`config.mk`:
```
export PLATFORM = sky130hd
export DESIGN_NAME = buck_boost_setpoint_regs
export DESIGN_NICKNAME = d
export VERILOG_FILES = /design/src/hdl/bbsr_pkg.sv /design/src/hdl/bbsr_cfg_if.sv /design/src/hdl/bbsr_output_sel.sv /design/src/hdl/buck_boost_setpoint_regs.sv
export SDC_FILE = /design/constraint.sdc
export NUM_CORES = 1
export LEC_CHECK = 0
export ABC_AREA = 0
export BUFFER_PORTS_ARGS = -buffer_cell sky130_fd_sc_hd__buf_2
export CAP_MARGIN = 40
export CORE_MARGIN = 1.5
export CORE_UTILIZATION = 60
export CTS_CLUSTER_DIAMETER = 60
export CTS_CLUSTER_SIZE = 30
export DETAILED_ROUTE_END_ITERATION = 12
export PLACE_DENSITY = 0.83
export SETUP_SLACK_MARGIN = 0.15
export SYNTH_ARGS = -nofsm -noshare
export SYNTH_HDL_FRONTEND = slang
export SYNTH_SLANG_ARGS = --single-unit
```
`constraint.sdc`:
```
create_clock -name clk -period 7.2 [get_ports clk]
set_input_delay 2.16 -clock clk [delete_from_list [all_inputs] [get_ports clk]]
set_output_delay 2.16 -clock clk [all_outputs]
set_load 0.01 [all_outputs]
```
`src/hdl/bbsr_pkg.sv`:
```
// constants, encodings and register map for the buck/boost set-point register bank
`default_nettype none
package bbsr_pkg;
  // register byte addresses (i2c pointer values)
  localparam logic [7:0] BBSR_ADDR_B2_NORM = 8'h35;
  localparam logic [7:0] BBSR_ADDR_B2_STBY = 8'h36;
  localparam logic [7:0] BBSR_ADDR_B2_SLEEP = 8'h37;
  localparam logic [7:0] BBSR_ADDR_B2_MODE = 8'h38;
  localparam logic [7:0] BBSR_ADDR_B2_CONF = 8'h39;
  localparam logic [7:0] BBSR_ADDR_B3_NORM = 8'h3C;
  localparam logic [7:0] BBSR_ADDR_B3_STBY = 8'h3D;
  localparam logic [7:0] BBSR_ADDR_B3_SLEEP = 8'h3E;
  localparam logic [7:0] BBSR_ADDR_B3_MODE = 8'h3F;
  localparam logic [7:0] BBSR_ADDR_B3_CONF = 8'h40;
  localparam logic [7:0] BBSR_ADDR_BST_CTL = 8'h66;

  // default 7-bit i2c device address; value is arbitrary
  localparam logic [6:0] BBSR_I2C_DEV_ADDR = 7'h08;
  // answer to an unmapped pointer
  localparam logic [7:0] BBSR_UNMAPPED_READ = 8'h00;

  // boost control field positions
  localparam int BBSR_BST_VOLT_LSB = 0;
  localparam int BBSR_BST_NMODE_LSB = 2;
  localparam int BBSR_BST_SMODE_LSB = 5;

  // switching-mode encoding shared by normal and standby fields
  typedef enum logic [1:0] {
    BBSR_MODE_OFF = 2'h0,
    BBSR_MODE_PFM = 2'h1,
    BBSR_MODE_AUTO = 2'h2,
    BBSR_MODE_APS = 2'h3
  } bbsr_mode_e;

  // operating state of the device as seen by the converters
  typedef enum logic [1:0] {
    BBSR_PWR_NORMAL = 2'h0,
    BBSR_PWR_STANDBY = 2'h1,
    BBSR_PWR_SLEEP = 2'h2
  } bbsr_pwr_e;

  // reset values
  localparam logic [2:0] BBSR_B2_CODE_RST = 3'h0;
  localparam logic [3:0] BBSR_B3_CODE_RST = 4'h0;
  localparam logic [7:0] BBSR_CFG_RST = 8'h00;
  localparam logic [1:0] BBSR_BST_VOLT_RST = 2'h0;
  localparam bbsr_mode_e BBSR_BST_NMODE_RST = BBSR_MODE_AUTO;
  localparam bbsr_mode_e BBSR_BST_SMODE_RST = BBSR_MODE_AUTO;
  localparam logic [12:0] BBSR_MV_RST = 13'h0000;

  // millivolt decoding constants
  localparam logic [12:0] BBSR_B2_LO_BASE_MV = 13'h05DC; // 1500 mV
  localparam logic [12:0] BBSR_STEP_MV = 13'h0032; // 50 mV
  localparam logic [12:0] BBSR_B3_BASE_MV = 13'h0384; // 900 mV
  localparam logic [12:0] BBSR_BST_BASE_MV = 13'h1388; // 5000 mV
  // high range of the second buck, code 0 first
  localparam logic [12:0] BBSR_B2_HI_MV [8] = '{
    13'h09C4, 13'h0AF0, 13'h0B22, 13'h0BB8, 13'h0C1C, 13'h0C4E, 13'h0C80, 13'h0CE4
  };
endpackage : bbsr_pkg
`default_nettype wire

```
`src/hdl/bbsr_cfg_if.sv`:
```
// register contents passed from the register file to the output selector
`default_nettype none
interface bbsr_cfg_if;
  logic [2:0] b2Norm; // second buck normal code
  logic [2:0] b2Stby; // second buck standby code
  logic [2:0] b2Sleep; // second buck sleep code
  logic [3:0] b3Norm; // third buck normal code
  logic [3:0] b3Stby; // third buck standby code
  logic [3:0] b3Sleep; // third buck sleep code
  logic [1:0] bstVolt; // boost voltage code
  bbsr_pkg::bbsr_mode_e bstNormMode; // boost normal switching mode
  bbsr_pkg::bbsr_mode_e bstStbyMode; // boost standby switching mode
  // register file drives
  modport src (output b2Norm, b2Stby, b2Sleep, b3Norm, b3Stby, b3Sleep, bstVolt,
    bstNormMode, bstStbyMode);
  // selector reads
  modport dst (input b2Norm, b2Stby, b2Sleep, b3Norm, b3Stby, b3Sleep, bstVolt,
    bstNormMode, bstStbyMode);
endinterface : bbsr_cfg_if
`default_nettype wire

```
`src/hdl/bbsr_output_sel.sv`:
```
// picks the state-matching set points and decodes them to millivolt targets
`default_nettype none
module bbsr_output_sel (
  // clock and reset
  input wire logic clk,
  input wire logic rst_b,
  // register contents
  bbsr_cfg_if.dst cfg,
  // fuses and plant status
  input wire logic buck2HighRangeFuse,
  input wire logic [2:0] boostSequenceSlotFuse,
  input wire bbsr_pkg::bbsr_pwr_e pwrState,
  input wire logic loadHeavy,
  // converter controls
  output logic [2:0] buck2ActiveCode,
  output logic [3:0] buck3ActiveCode,
  output logic [12:0] buck2TargetMv,
  output logic [12:0] buck3TargetMv,
  output logic [12:0] boostTargetMv,
  output logic boostEnable,
  output bbsr_pkg::bbsr_mode_e boostActiveMode
);
  import bbsr_pkg::*;

  // all registered outputs in one word
  typedef struct packed {
    logic [2:0] b2Code;
    logic [3:0] b3Code;
    logic [12:0] b2Mv;
    logic [12:0] b3Mv;
    logic [12:0] bstMv;
    logic bstEn;
    bbsr_mode_e bstMode;
  } bbsr_sel_s;

  bbsr_sel_s cur_reg;
  bbsr_sel_s cur_next;

  // next-value logic
  always_comb begin
    bbsr_mode_e reqMode;
    reqMode = cfg.bstNormMode;
    cur_next = cur_reg;
    // present the code of the current operating state; illegal state acts as normal
    case (pwrState)
      BBSR_PWR_STANDBY: begin
        cur_next.b2Code = cfg.b2Stby;
        cur_next.b3Code = cfg.b3Stby;
        reqMode = cfg.bstStbyMode;
      end
      BBSR_PWR_SLEEP: begin
        cur_next.b2Code = cfg.b2Sleep;
        cur_next.b3Code = cfg.b3Sleep;
        // boost has no sleep field, so it keeps its standby behaviour
        reqMode = cfg.bstStbyMode;
      end
      default: begin
        cur_next.b2Code = cfg.b2Norm;
        cur_next.b3Code = cfg.b3Norm;
        reqMode = cfg.bstNormMode;
      end
    endcase
    // range is fixed by the fuse alone, a bus write only ever picks a code within it
    if (buck2HighRangeFuse) begin
      cur_next.b2Mv = BBSR_B2_HI_MV[cur_next.b2Code];
    end else begin
      cur_next.b2Mv = BBSR_B2_LO_BASE_MV + 13'(cur_next.b2Code) * BBSR_STEP_MV;
    end
    cur_next.b3Mv = BBSR_B3_BASE_MV + 13'(cur_next.b3Code) * BBSR_STEP_MV;
    cur_next.bstMv = BBSR_BST_BASE_MV + 13'(cfg.bstVolt) * BBSR_STEP_MV;
    // boost is left out entirely when its sequence slot is blank
    if (boostSequenceSlotFuse == 3'h0) begin
      reqMode = BBSR_MODE_OFF;
    end
    // auto mode resolves to pfm at light load and aps at heavy load
    if (reqMode == BBSR_MODE_AUTO) begin
      cur_next.bstMode = loadHeavy ? BBSR_MODE_APS : BBSR_MODE_PFM;
    end else begin
      cur_next.bstMode = reqMode;
    end
    cur_next.bstEn = (reqMode != BBSR_MODE_OFF);
  end

  // state register
  always_ff @(posedge clk) begin
    if (!rst_b) begin
      cur_reg <= '{b2Code: BBSR_B2_CODE_RST, b3Code: BBSR_B3_CODE_RST, b2Mv: BBSR_MV_RST,
        b3Mv: BBSR_MV_RST, bstMv: BBSR_MV_RST, bstEn: 1'b0, bstMode: BBSR_MODE_OFF};
    end else begin
      cur_reg <= cur_next;
    end
  end

  // outputs straight from flip-flops
  assign buck2ActiveCode = cur_reg.b2Code;
  assign buck3ActiveCode = cur_reg.b3Code;
  assign buck2TargetMv = cur_reg.b2Mv;
  assign buck3TargetMv = cur_reg.b3Mv;
  assign boostTargetMv = cur_reg.bstMv;
  assign boostEnable = cur_reg.bstEn;
  assign boostActiveMode = cur_reg.bstMode;
endmodule : bbsr_output_sel
`default_nettype wire

```
`src/hdl/buck_boost_setpoint_regs.sv`:
```
// i2c slave register bank for second/third buck and boost set points
// Function
// - three independent 3-bit second buck codes
// - low range: 1.500 V plus 50 mV steps
// - high range: fixed eight-entry voltage table
// - range only from fuse, never via bus
// - second buck registers at 0x35 to 0x39
// - third buck: 0.90 V plus 50 mV steps
// - third buck registers at 0x3C to 0x40
// - boost voltage bits 1:0, reset 00
// - boost normal mode bits 3:2 read-only 10
// - boost standby mode bits 6:5, reset 10
// - auto mode picks pfm or aps by load
// - boost sequenced only with non-zero slot fuse
// - sequenced boost starts in automatic mode
`default_nettype none
module buck_boost_setpoint_regs #(
  parameter logic [6:0] I2C_DEV_ADDR = bbsr_pkg::BBSR_I2C_DEV_ADDR
) (
  // clock and reset
  input wire logic clk,
  input wire logic rst_b,
  // i2c slave pins, sda open-drain
  input wire logic scl,
  input wire logic sdaIn,
  output logic sdaOut,
  output logic sdaOe,
  // fuse bits
  input wire logic buck2HighRangeFuse,
  input wire logic [2:0] boostSequenceSlotFuse,
  // operating state and load sense
  input wire bbsr_pkg::bbsr_pwr_e pwrState,
  input wire logic loadHeavy,
  // buck configuration bytes to the converters
  output logic [7:0] buck2ModeCfg,
  output logic [7:0] buck2RampCfg,
  output logic [7:0] buck3ModeCfg,
  output logic [7:0] buck3RampCfg,
  // decoded converter controls
  output logic [2:0] buck2ActiveCode,
  output logic [3:0] buck3ActiveCode,
  output logic [12:0] buck2TargetMv,
  output logic [12:0] buck3TargetMv,
  output logic [12:0] boostTargetMv,
  output logic boostEnable,
  output bbsr_pkg::bbsr_mode_e boostActiveMode
);
  import bbsr_pkg::*;

  // byte-level protocol states
  typedef enum logic [3:0] {
    ST_IDLE,
    ST_ADDR,
    ST_ADDR_ACK,
    ST_PTR,
    ST_PTR_ACK,
    ST_WDATA,
    ST_WDATA_ACK,
    ST_RDATA,
    ST_RDATA_ACK
  } bbsr_i2c_e;

  // whole module state: protocol engine plus register file
  typedef struct packed {
    bbsr_i2c_e st; // protocol state
    logic sclPrev; // scl one clock ago
    logic sdaPrev; // sda one clock ago
    logic [2:0] bitCnt; // bits seen in current byte
    logic byteDone; // eighth bit sampled
    logic [7:0] shift; // receive / transmit shifter
    logic rw; // 1 when master reads
    logic [7:0] ptr; // register pointer, auto-increments
    logic oe; // pull sda low
    logic mAck; // master acked the last read byte
    logic [2:0] b2Norm; // second buck normal code
    logic [2:0] b2Stby; // second buck standby code
    logic [2:0] b2Sleep; // second buck sleep code
    logic [7:0] b2Mode; // second buck mode byte
    logic [7:0] b2Conf; // second buck ramp/phase/freq/limit byte
    logic [3:0] b3Norm; // third buck normal code
    logic [3:0] b3Stby; // third buck standby code
    logic [3:0] b3Sleep; // third buck sleep code
    logic [7:0] b3Mode; // third buck mode byte
    logic [7:0] b3Conf; // third buck ramp/phase/freq/limit byte
    logic [1:0] bstVolt; // boost voltage code
    bbsr_mode_e bstStby; // boost standby mode
  } bbsr_core_s;

  bbsr_core_s cur_reg;
  bbsr_core_s cur_next;

  // pin events from the previous and current samples
  logic sclRise;
  logic sclFall;
  logic startSeen;
  logic stopSeen;

  assign sclRise = scl && !cur_reg.sclPrev;
  assign sclFall = !scl && cur_reg.sclPrev;
  // sda moving while scl stays high marks start and stop
  assign startSeen = scl && cur_reg.sclPrev && cur_reg.sdaPrev && !sdaIn;
  assign stopSeen = scl && cur_reg.sclPrev && !cur_reg.sdaPrev && sdaIn;

  // read mux; reserved bits read as zero, unmapped pointers read the fixed answer
  function automatic logic [7:0] reg_read(input bbsr_core_s s, input logic [7:0] a);
    logic [7:0] d;
    d = BBSR_UNMAPPED_READ;
    case (a)
      BBSR_ADDR_B2_NORM: d = {5'h00, s.b2Norm};
      BBSR_ADDR_B2_STBY: d = {5'h00, s.b2Stby};
      BBSR_ADDR_B2_SLEEP: d = {5'h00, s.b2Sleep};
      BBSR_ADDR_B2_MODE: d = s.b2Mode;
      BBSR_ADDR_B2_CONF: d = s.b2Conf;
      BBSR_ADDR_B3_NORM: d = {4'h0, s.b3Norm};
      BBSR_ADDR_B3_STBY: d = {4'h0, s.b3Stby};
      BBSR_ADDR_B3_SLEEP: d = {4'h0, s.b3Sleep};
      BBSR_ADDR_B3_MODE: d = s.b3Mode;
      BBSR_ADDR_B3_CONF: d = s.b3Conf;
      BBSR_ADDR_BST_CTL: begin
        d = 8'h00;
        d[BBSR_BST_VOLT_LSB +: 2] = s.bstVolt;
        d[BBSR_BST_NMODE_LSB +: 2] = BBSR_BST_NMODE_RST;
        d[BBSR_BST_SMODE_LSB +: 2] = s.bstStby;
      end
      default: d = BBSR_UNMAPPED_READ;
    endcase
    return d;
  endfunction : reg_read

  // register write; each field is taken independently of its neighbours
  function automatic bbsr_core_s reg_write(input bbsr_core_s s, input logic [7:0] a,
    input logic [7:0] d);
    bbsr_core_s n;
    n = s;
    case (a)
      BBSR_ADDR_B2_NORM: n.b2Norm = d[2:0];
      BBSR_ADDR_B2_STBY: n.b2Stby = d[2:0];
      BBSR_ADDR_B2_SLEEP: n.b2Sleep = d[2:0];
      BBSR_ADDR_B2_MODE: n.b2Mode = d;
      BBSR_ADDR_B2_CONF: n.b2Conf = d;
      BBSR_ADDR_B3_NORM: n.b3Norm = d[3:0];
      BBSR_ADDR_B3_STBY: n.b3Stby = d[3:0];
      BBSR_ADDR_B3_SLEEP: n.b3Sleep = d[3:0];
      BBSR_ADDR_B3_MODE: n.b3Mode = d;
      BBSR_ADDR_B3_CONF: n.b3Conf = d;
      BBSR_ADDR_BST_CTL: begin
        // normal-mode field is read-only, the write to bits 3:2 is dropped
        n.bstVolt = d[BBSR_BST_VOLT_LSB +: 2];
        n.bstStby = bbsr_mode_e'(d[BBSR_BST_SMODE_LSB +: 2]);
      end
      default: n = s; // unmapped writes are acked and ignored
    endcase
    return n;
  endfunction : reg_write

  // next-state logic of the protocol engine and register file
  always_comb begin
    logic [7:0] rd;
    rd = reg_read(cur_reg, cur_reg.ptr);
    cur_next = cur_reg;
    cur_next.sclPrev = scl;
    cur_next.sdaPrev = sdaIn;
    if (startSeen) begin
      // start or repeated start restarts address reception from any state
      cur_next.st = ST_ADDR;
      cur_next.bitCnt = 3'h0;
      cur_next.byteDone = 1'b0;
      cur_next.oe = 1'b0;
    end else if (stopSeen) begin
      // stop always frees the bus
      cur_next.st = ST_IDLE;
      cur_next.oe = 1'b0;
    end else if (sclRise) begin
      // sample on rising scl
      unique case (cur_reg.st)
        ST_ADDR, ST_PTR, ST_WDATA: begin
          cur_next.shift = {cur_reg.shift[6:0], sdaIn};
          cur_next.bitCnt = cur_reg.bitCnt + 3'h1;
          cur_next.byteDone = (cur_reg.bitCnt == 3'h7);
        end
        ST_RDATA: begin
          cur_next.bitCnt = cur_reg.bitCnt + 3'h1;
          cur_next.byteDone = (cur_reg.bitCnt == 3'h7);
        end
        ST_RDATA_ACK: begin
          cur_next.mAck = !sdaIn; // low means the master wants more
        end
        ST_IDLE, ST_ADDR_ACK, ST_PTR_ACK, ST_WDATA_ACK: begin
          cur_next.mAck = cur_reg.mAck;
        end
      endcase
    end else if (sclFall) begin
      // drive or release sda only while scl is low
      unique case (cur_reg.st)
        ST_ADDR: begin
          if (cur_reg.byteDone) begin
            cur_next.byteDone = 1'b0;
            if (cur_reg.shift[7:1] == I2C_DEV_ADDR) begin
              cur_next.rw = cur_reg.shift[0];
              cur_next.oe = 1'b1;
              cur_next.st = ST_ADDR_ACK;
            end else begin
              // another device is addressed, stay silent until next start
              cur_next.st = ST_IDLE;
            end
          end
        end
        ST_ADDR_ACK, ST_RDATA_ACK: begin
          if ((cur_reg.st == ST_ADDR_ACK && cur_reg.rw) ||
              (cur_reg.st == ST_RDATA_ACK && cur_reg.mAck)) begin
            // load the addressed byte and put its msb out at once
            cur_next.shift = rd;
            cur_next.ptr = cur_reg.ptr + 8'h01;
            cur_next.oe = !rd[7];
            cur_next.bitCnt = 3'h0;
            cur_next.st = ST_RDATA;
          end else if (cur_reg.st == ST_ADDR_ACK) begin
            cur_next.oe = 1'b0;
            cur_next.bitCnt = 3'h0;
            cur_next.st = ST_PTR;
          end else begin
            // master nack ends the read, wait for stop or start
            cur_next.oe = 1'b0;
            cur_next.st = ST_IDLE;
          end
        end
        ST_PTR: begin
          if (cur_reg.byteDone) begin
            cur_next.byteDone = 1'b0;
            cur_next.ptr = cur_reg.shift;
            cur_next.oe = 1'b1;
            cur_next.st = ST_PTR_ACK;
          end
        end
        ST_PTR_ACK, ST_WDATA_ACK: begin
          cur_next.oe = 1'b0;
          cur_next.bitCnt = 3'h0;
          cur_next.st = ST_WDATA;
        end
        ST_WDATA: begin
          if (cur_reg.byteDone) begin
            // commit the byte and step to the next address
            cur_next = reg_write(cur_next, cur_reg.ptr, cur_reg.shift);
            cur_next.byteDone = 1'b0;
            cur_next.ptr = cur_reg.ptr + 8'h01;
            cur_next.oe = 1'b1;
            cur_next.st = ST_WDATA_ACK;
          end
        end
        ST_RDATA: begin
          if (cur_reg.byteDone) begin
            // release for the master's acknowledge bit
            cur_next.byteDone = 1'b0;
            cur_next.oe = 1'b0;
            cur_next.st = ST_RDATA_ACK;
          end else begin
            cur_next.shift = {cur_reg.shift[6:0], 1'b0};
            cur_next.oe = !cur_reg.shift[6];
          end
        end
        ST_IDLE: begin
          cur_next.oe = 1'b0;
        end
      endcase
    end
  end

  // single state register; idle bus assumed high at reset
  always_ff @(posedge clk) begin
    if (!rst_b) begin
      cur_reg <= '{st: ST_IDLE, sclPrev: 1'b1, sdaPrev: 1'b1, bitCnt: 3'h0, byteDone: 1'b0,
        shift: 8'h00, rw: 1'b0, ptr: 8'h00, oe: 1'b0, mAck: 1'b0,
        b2Norm: BBSR_B2_CODE_RST, b2Stby: BBSR_B2_CODE_RST, b2Sleep: BBSR_B2_CODE_RST,
        b2Mode: BBSR_CFG_RST, b2Conf: BBSR_CFG_RST,
        b3Norm: BBSR_B3_CODE_RST, b3Stby: BBSR_B3_CODE_RST, b3Sleep: BBSR_B3_CODE_RST,
        b3Mode: BBSR_CFG_RST, b3Conf: BBSR_CFG_RST,
        bstVolt: BBSR_BST_VOLT_RST,
        bstStby: BBSR_BST_SMODE_RST};
    end else begin
      cur_reg <= cur_next;
    end
  end

  // open-drain: only ever pulls low, the enable carries the bit
  assign sdaOut = 1'b0;
  assign sdaOe = cur_reg.oe;

  // configuration bytes handed to the analog side
  assign buck2ModeCfg = cur_reg.b2Mode;
  assign buck2RampCfg = cur_reg.b2Conf;
  assign buck3ModeCfg = cur_reg.b3Mode;
  assign buck3RampCfg = cur_reg.b3Conf;

  // register contents to the selector
  bbsr_cfg_if cfgBus ();

  assign cfgBus.b2Norm = cur_reg.b2Norm;
  assign cfgBus.b2Stby = cur_reg.b2Stby;
  assign cfgBus.b2Sleep = cur_reg.b2Sleep;
  assign cfgBus.b3Norm = cur_reg.b3Norm;
  assign cfgBus.b3Stby = cur_reg.b3Stby;
  assign cfgBus.b3Sleep = cur_reg.b3Sleep;
  assign cfgBus.bstVolt = cur_reg.bstVolt;
  // fixed automatic mode so a sequenced boost starts in auto
  assign cfgBus.bstNormMode = BBSR_BST_NMODE_RST;
  assign cfgBus.bstStbyMode = cur_reg.bstStby;

  // state-matching code selection and voltage decode
  bbsr_output_sel u_sel (
    .clk(clk),
    .rst_b(rst_b),
    .cfg(cfgBus),
    .buck2HighRangeFuse(buck2HighRangeFuse),
    .boostSequenceSlotFuse(boostSequenceSlotFuse),
    .pwrState(pwrState),
    .loadHeavy(loadHeavy),
    .buck2ActiveCode(buck2ActiveCode),
    .buck3ActiveCode(buck3ActiveCode),
    .buck2TargetMv(buck2TargetMv),
    .buck3TargetMv(buck3TargetMv),
    .boostTargetMv(boostTargetMv),
    .boostEnable(boostEnable),
    .boostActiveMode(boostActiveMode)
  );
endmodule : buck_boost_setpoint_regs
`default_nettype wire

```
==> impl_metrics.tcl, run 1 <==
set metrics [dict create \
    power_mw 1.65 \
    wl_um 17900 \
    power_density_nw_per_um2 218 \
    cap_violations 0 \
    ctsResizeCount 0 \
    post_drt_wl_per_cell_um 18.5 \
    areaGrowthSynthToFinish_pct 9.63 \
    drv_slew 0 \
    setup.worst_path.start_class "primary input" \
    final_cell_mix "dfxtp_1, nor2_1, buf_2" \
    drtIter0Drc 718 \
    setup_tns_ns 0 \
    crit_arrival_ns 5.44 \
    cts_root_buf "clkbuf_16" \
    cp_top_family "compound AO/OA/AOI/OAI gates" \
    firstDrtPassIters 6 \
    place.gp.congestion 0.941 \
    crit_slowest_cell "o21ai_1" \
    grt_first_pass_wirelength_um 28900 \
    hold_viol 0 \
    stdcell_area_um2 7590 \
    dpl.hpwl_um 12000 \
    slowest_delay_ns 0.82 \
    drc_errors 0 \
    die-area_um2 12200 \
    status "complete, no violations" \
    multi_input_area_um2 3780 \
    fp.dieH_um 110 \
    vias 6057 \
    largest_register_ffs 28 \
    antenna_found_initial 0 \
    first_global_vias 5812 \
    io_pins 94 \
    ir_drop_mv 0.218 \
    avgViaCountPerCell 6.26 \
    start_util 0.611 \
    timing.final.ws_setup_ns 2.02 \
    syn_avg_cell_area_um2 8.61 \
    drive_gt1_frac 0.185 \
    drtAntennaViolNets 0 \
    rows 39 \
    setup_viol 0 \
    post-cts-setup-buffer-count 0 \
    async_flop_share 0 \
    pre_cts_ws_ns 1.72 \
    nets 858 \
    die_w_um 110 \
    ctsHoldBuffers 0 \
    cts_buffers 17 \
    postSynthCellCount 804 \
    yosysUniqueCellTypes 77 \
    insertion_delay_ns 0.42 \
    p_leak_nw 3.18 \
    core-area_um2 11300 \
    seqCellArea_um2 2440 \
    synth-edff-count 0 \
    synthFlopType "dfxtp_1" \
    crit_buf_inv 2 \
    crit_path_end_kind "flop" \
    numPortBuffers 85 \
    r2r_setup_slack_ns 3.98 \
    place_area_um2 6970 \
    clk_pin_slew_ns 0.06 \
    max_freq_mhz 193 \
    synth_warnings 0 \
    slew_headroom 0.365 \
    cts_tree "built" \
    clk_path_buf_depth 2 \
    cpMostUsedCell "ha_1" \
    rsz0062_at_grt "no" \
    syn_area_um2 6920 \
    final.period_utilization 0.719 \
    grt_start_max_net_pins 85 \
    ys_ff_latch 122 \
    worst-setup-path-type "in2reg" \
    utilization 0.670 \
    crit_chain "buf_2, inv_1, ha_1, o21ai_1, ha_1, ha_1, ha_1, a2111oi_0, xnor2_1, a21oi_1, nor2_1" \
    ys_seq_area_frac 0.353 \
    overflow 0 \
    tightest_slew_ns 0.946 \
    antenna_cells 0 \
    holdCritPathClass "reg2reg" \
    clock-sinks 122 \
    final_common_cell "dfxtp_1" \
    skew_ns 0.0103 \
    htreeDepth 4 \
    cp.required_ns 7.46 \
    fillers 878 \
    period_needed_ns 5.18 \
    grt_util_all_layers 0.292 \
    path_max_fanout 17 \
]
[cells in the mapped netlist, types with 4 or more instances]
cell type / instances / area [µm²]
a31oi_1: 11 / 68.8
and2_1: 13 / 81.3
nor2_1: 112 / 420
a211oi_1: 7 / 52.6
o221a_2: 7 / 78.8
mux2i_1: 63 / 631
nand3b_1: 5 / 37.5
xnor2_1: 9 / 78.8
and3_1: 9 / 56.3
nor2b_1: 11 / 68.8
a21oi_2: 7 / 61.3
inv_1: 26 / 97.6
o21ai_0: 22 / 110
buf_4: 50 / 375
nand2b_1: 6 / 37.5
nand4_1: 5 / 31.3
a21o_1: 4 / 30.0
xor2_1: 5 / 43.8
o21ai_1: 4 / 20.0
a22o_1: 4 / 35.0
a2111oi_0: 4 / 35.0
ha_1: 34 / 425
a21oi_1: 34 / 170
clkbuf_1: 44 / 165
buf_2: 11 / 55.1
nor3_1: 14 / 70.1
a221oi_1: 4 / 35.0
nand2_1: 33 / 124
o211ai_1: 7 / 52.6
dfxtp_1: 122 / 2440
a22oi_1: 13 / 97.6
nand3_1: 27 / 135
o32ai_1: 6 / 52.6
[where the power goes]
part	leakage [nW]	switching [mW]	internal, mW
Sequential	0.989	0.00702	0.683
Combinational	1.90	0.0488	0.0234
Clock	0.292	0.324	0.564
[cells by family after synthesis]
| kind of cell | count (synthesis) | share of synthesized area |
|---|---|---|
| DFF | 122 | 0.353 |
| xor gates and xnor gates | 15 | 0.0201 |
| muxes | 63 | 0.0911 |
| other | 1 | 0.000542 |
| and+or+nand+nor | 261 | 0.185 |
| adders and majority gates | 35 | 0.0644 |
| buffers and inverters | 135 | 0.106 |
| AOI/OAI and AO/OA | 172 | 0.180 |
[stage by stage]
step,hold slack [ns],std cells
3_5_place_dp,0.477,936
5_1_grt,0.519,968
4_1_cts,0.487,968
6_report,0.493,968
2_1_floorplan,0.453,811
3_3_place_gp,0.463,934
[cell type report]
type / instances / area share
clock inverters: 13 / 0.0218
well taps: 143 / 0.0236
clock buffers: 19 / 0.0597
inverters: 26 / 0.0129
multi-input cells: 554 / 0.498
repair buffers: 91 / 0.0620
flip-flops and latches: 122 / 0.322
[worst paths after layout]
kind | from | to | depth (start not counted)
worst min register to register | cur_reg[79] | cur_reg[79] | 2
worst max-delay path | pwrState[0] | u_sel.buck2TargetMv[8] | 11
worst min-delay path | cur_reg[79] | cur_reg[79] | 2
worst max register to register | cfgBus.b2Stby[2] | u_sel.buck2TargetMv[8] | 9
[metal layers]
metal / track usage / up-vias / part of all wire / routed length (µm)
met5: 0 / - / 0 / 0
met4: 0.133 / 0 / 0.032 / 576
met3: 0.0648 / 60 / 0.085 / 1510
met2: 0.482 / 335 / 0.48 / 8530
met1: 0.363 / 2851 / 0.41 / 7260
li1: - / 2811 / - / -
[worst reg2reg max path, stage by stage (launching register included)]
cell	delay, ns
dfxtp_1	0.38
a22oi_1	0.11
o21ai_1	0.75
ha_1	0.40
ha_1	0.21
ha_1	0.33
a2111oi_0	0.48
xnor2_1	0.13
a21oi_1	0.21
nor2_1	0.07
No activity file was read; power rests on OpenSTA's default activity.
==> inputs of run 2 (changes only) <==
--- a/config.mk
+++ b/config.mk
@@ -5,15 +5,15 @@
 export SDC_FILE = /design/constraint.sdc
 export NUM_CORES = 1
 export LEC_CHECK = 0
-export ABC_AREA = 0
+export ABC_AREA = 1
 export BUFFER_PORTS_ARGS = -buffer_cell sky130_fd_sc_hd__buf_2
 export CAP_MARGIN = 40
 export CORE_MARGIN = 1.5
-export CORE_UTILIZATION = 60
+export CORE_UTILIZATION = 59
 export CTS_CLUSTER_DIAMETER = 60
 export CTS_CLUSTER_SIZE = 30
 export DETAILED_ROUTE_END_ITERATION = 12
-export PLACE_DENSITY = 0.83
+export PLACE_DENSITY = 0.81
 export SETUP_SLACK_MARGIN = 0.15
 export SYNTH_ARGS = -nofsm -noshare
 export SYNTH_HDL_FRONTEND = slang
==> constraint.sdc (replaced) <==
create_clock -name clk -period 5.4 [get_ports clk]
set_input_delay 1.62 -clock clk [delete_from_list [all_inputs] [get_ports clk]]
set_output_delay 1.62 -clock clk [all_outputs]
set_load 0.01 [all_outputs]
==> impl_metrics.tcl, run 2 <==
set metrics [dict create \
    status "complete, no violations" \
    synth_warnings 0 \
    ys_ff_latch 122 \
    path_max_fanout 12 \
    areaGrowthSynthToFinish_pct 11.2 \
    dpl.hpwl_um 12500 \
    grt_util_all_layers 0.285 \
    clk_pin_slew_ns 0.05 \
    final.period_utilization 0.785 \
    fillers 1089 \
    setup.worst_path.start_class "primary input" \
    antenna_found_initial 0 \
    cts_tree "built" \
    drive_gt1_frac 0.135 \
    drc_errors 0 \
    wl_um 17700 \
    seqCellArea_um2 2440 \
    die_w_um 113 \
    io_pins 94 \
    cap_violations 0 \
    ctsHoldBuffers 0 \
    nets 1173 \
    synth_top_area_share 0.341 \
    avgViaCountPerCell 5.29 \
    overflow 0 \
    die-area_um2 12800 \
    worst-setup-path-type "in2reg" \
    drv_slew 0 \
    ctsResizeCount 0 \
    numPortBuffers 85 \
    syn_avg_cell_area_um2 6.57 \
    post_drt_wl_per_cell_um 13.8 \
    start_util 0.600 \
    crit_path_end_kind "flop" \
    yosysTopAreaCell "dfxtp_1" \
    slew_headroom 0.468 \
    htreeDepth 4 \
    core-area_um2 11900 \
    antenna_cells 0 \
    final_cell_mix "nand2_1, nor2_1, dfxtp_1" \
    cp.required_ns 5.72 \
    holdCritPathClass "reg2reg" \
    timing.final.ws_setup_ns 1.16 \
    skew_ns 0.00910 \
    yosysMostFrequentCell "nand2_1" \
    first_global_vias 6092 \
    clk_path_buf_depth 2 \
    firstDrtPassIters 5 \
    grt_first_pass_wirelength_um 29000 \
    setup_tns_ns 0 \
    power_density_nw_per_um2 319 \
    hold_viol 0 \
    final_common_cell "nand2_1" \
    async_flop_share 0 \
    yosysUniqueCellTypes 42 \
    ir_drop_mv 0.212 \
    cts_buffers 17 \
    rows 40 \
    syn_area_um2 7150 \
    clock-sinks 122 \
    tightest_slew_ns 0.795 \
    synth-edff-count 0 \
    fp.dieH_um 113 \
    synthFlopType "dfxtp_1" \
    cts_root_buf "clkbuf_16" \
    post-cts-setup-buffer-count 0 \
    largest_register_ffs 28 \
    rsz0062_at_grt "no" \
    synth_area_leaders "dfxtp_1, nand2_1, nor2_1, ha_1, nand3_1" \
    max_freq_mhz 236 \
    period_needed_ns 4.24 \
    postSynthCellCount 1089 \
    drtIter0Drc 561 \
    multi_input_area_um2 3880 \
    grt_start_max_net_pins 83 \
    p_leak_nw 4.09 \
    pre_cts_ws_ns 0.776 \
    place.gp.congestion 0.963 \
    setup_viol 0 \
    netlist_top_cells_count "nand2_1, nor2_1, dfxtp_1" \
    crit_arrival_ns 4.56 \
    ys_seq_area_frac 0.341 \
    drtAntennaViolNets 0 \
    insertion_delay_ns 0.43 \
    vias 6804 \
]
==> run 2: cell type report <==
type,instances,area share
timing repair buffer,88,0.0588
clock buffer,24,0.0606
clock inverter,7,0.0175
tap,147,0.0231
multi-input combinational,803,0.488
sequential,122,0.307
inverter,95,0.0448
==> run 2: worst paths after layout <==
kind / start / endpoint / slack, ns / cells after the start
setup reg to reg: cfgBus.b2Norm[1] / u_sel.buck2TargetMv[8] / 2.74 / 11
setup / recovery: pwrState[0] / u_sel.buck2TargetMv[8] / 1.16 / 15
hold reg to reg: cfgBus.bstVolt[0] / u_sel.boostTargetMv[4] / 0.47 / 2
hold / removal: cfgBus.bstVolt[0] / u_sel.boostTargetMv[4] / 0.47 / 2
==> run 2: per-stage QoR <==
stage | hold WS (ns) | power (mW) | instance area (µm²) | std cells | util
floorplan | 0.438 | 1.25 | 7180 | 1096 | -
global placement | 0.464 | 1.34 | 7300 | 1254 | 0.613
detailed placement | 0.473 | 1.35 | 7330 | 1255 | 0.616
CTS | 0.480 | 2.55 | 7950 | 1286 | 0.668
global route | 0.503 | 2.64 | 7950 | 1286 | 0.668
finish | 0.474 | 2.54 | 7950 | 1286 | 0.668
==> run 2: cells by family after synthesis <==
group / count (synthesis) / synth area share
adder cells (fa/ha/maj): 35 / 0.0623
buffers and inverters: 171 / 0.120
XOR/XNOR: 4 / 0.00490
other: 1 / 0.000524
AO/OA/AOI/OAI: 106 / 0.0800
AND/OR/NAND/NOR: 650 / 0.391
flip-flops: 122 / 0.341
==> run 2: critical path, stage by stage <==
cell and delay, ns:
buf_2 0.09, inv_1 0.04, ha_1 0.36, inv_1 0.20
or2_2 0.32, nand2_1 0.27, inv_1 0.17, ha_1 0.34
ha_1 0.21, ha_1 0.30, nor3_1 0.12, o21ai_0 0.13
o21ai_0 0.15, a21oi_1 0.05, o21a_1 0.17
==> run 2: routing by layer <==
metal  track usage  vias up  part of all wire
met1         0.351     3033              0.43
met3        0.0595       56             0.064
li1              -     3461                 -
met2         0.471      254              0.47
met4         0.148        0             0.038
met5             0        -                 0
==> run 2: power by group <==
group	leakage, nW	switching, mW	internal, mW
clock network	0.304	0.402	0.804
logic	2.80	0.246	0.125
registers	0.992	0.0200	0.944
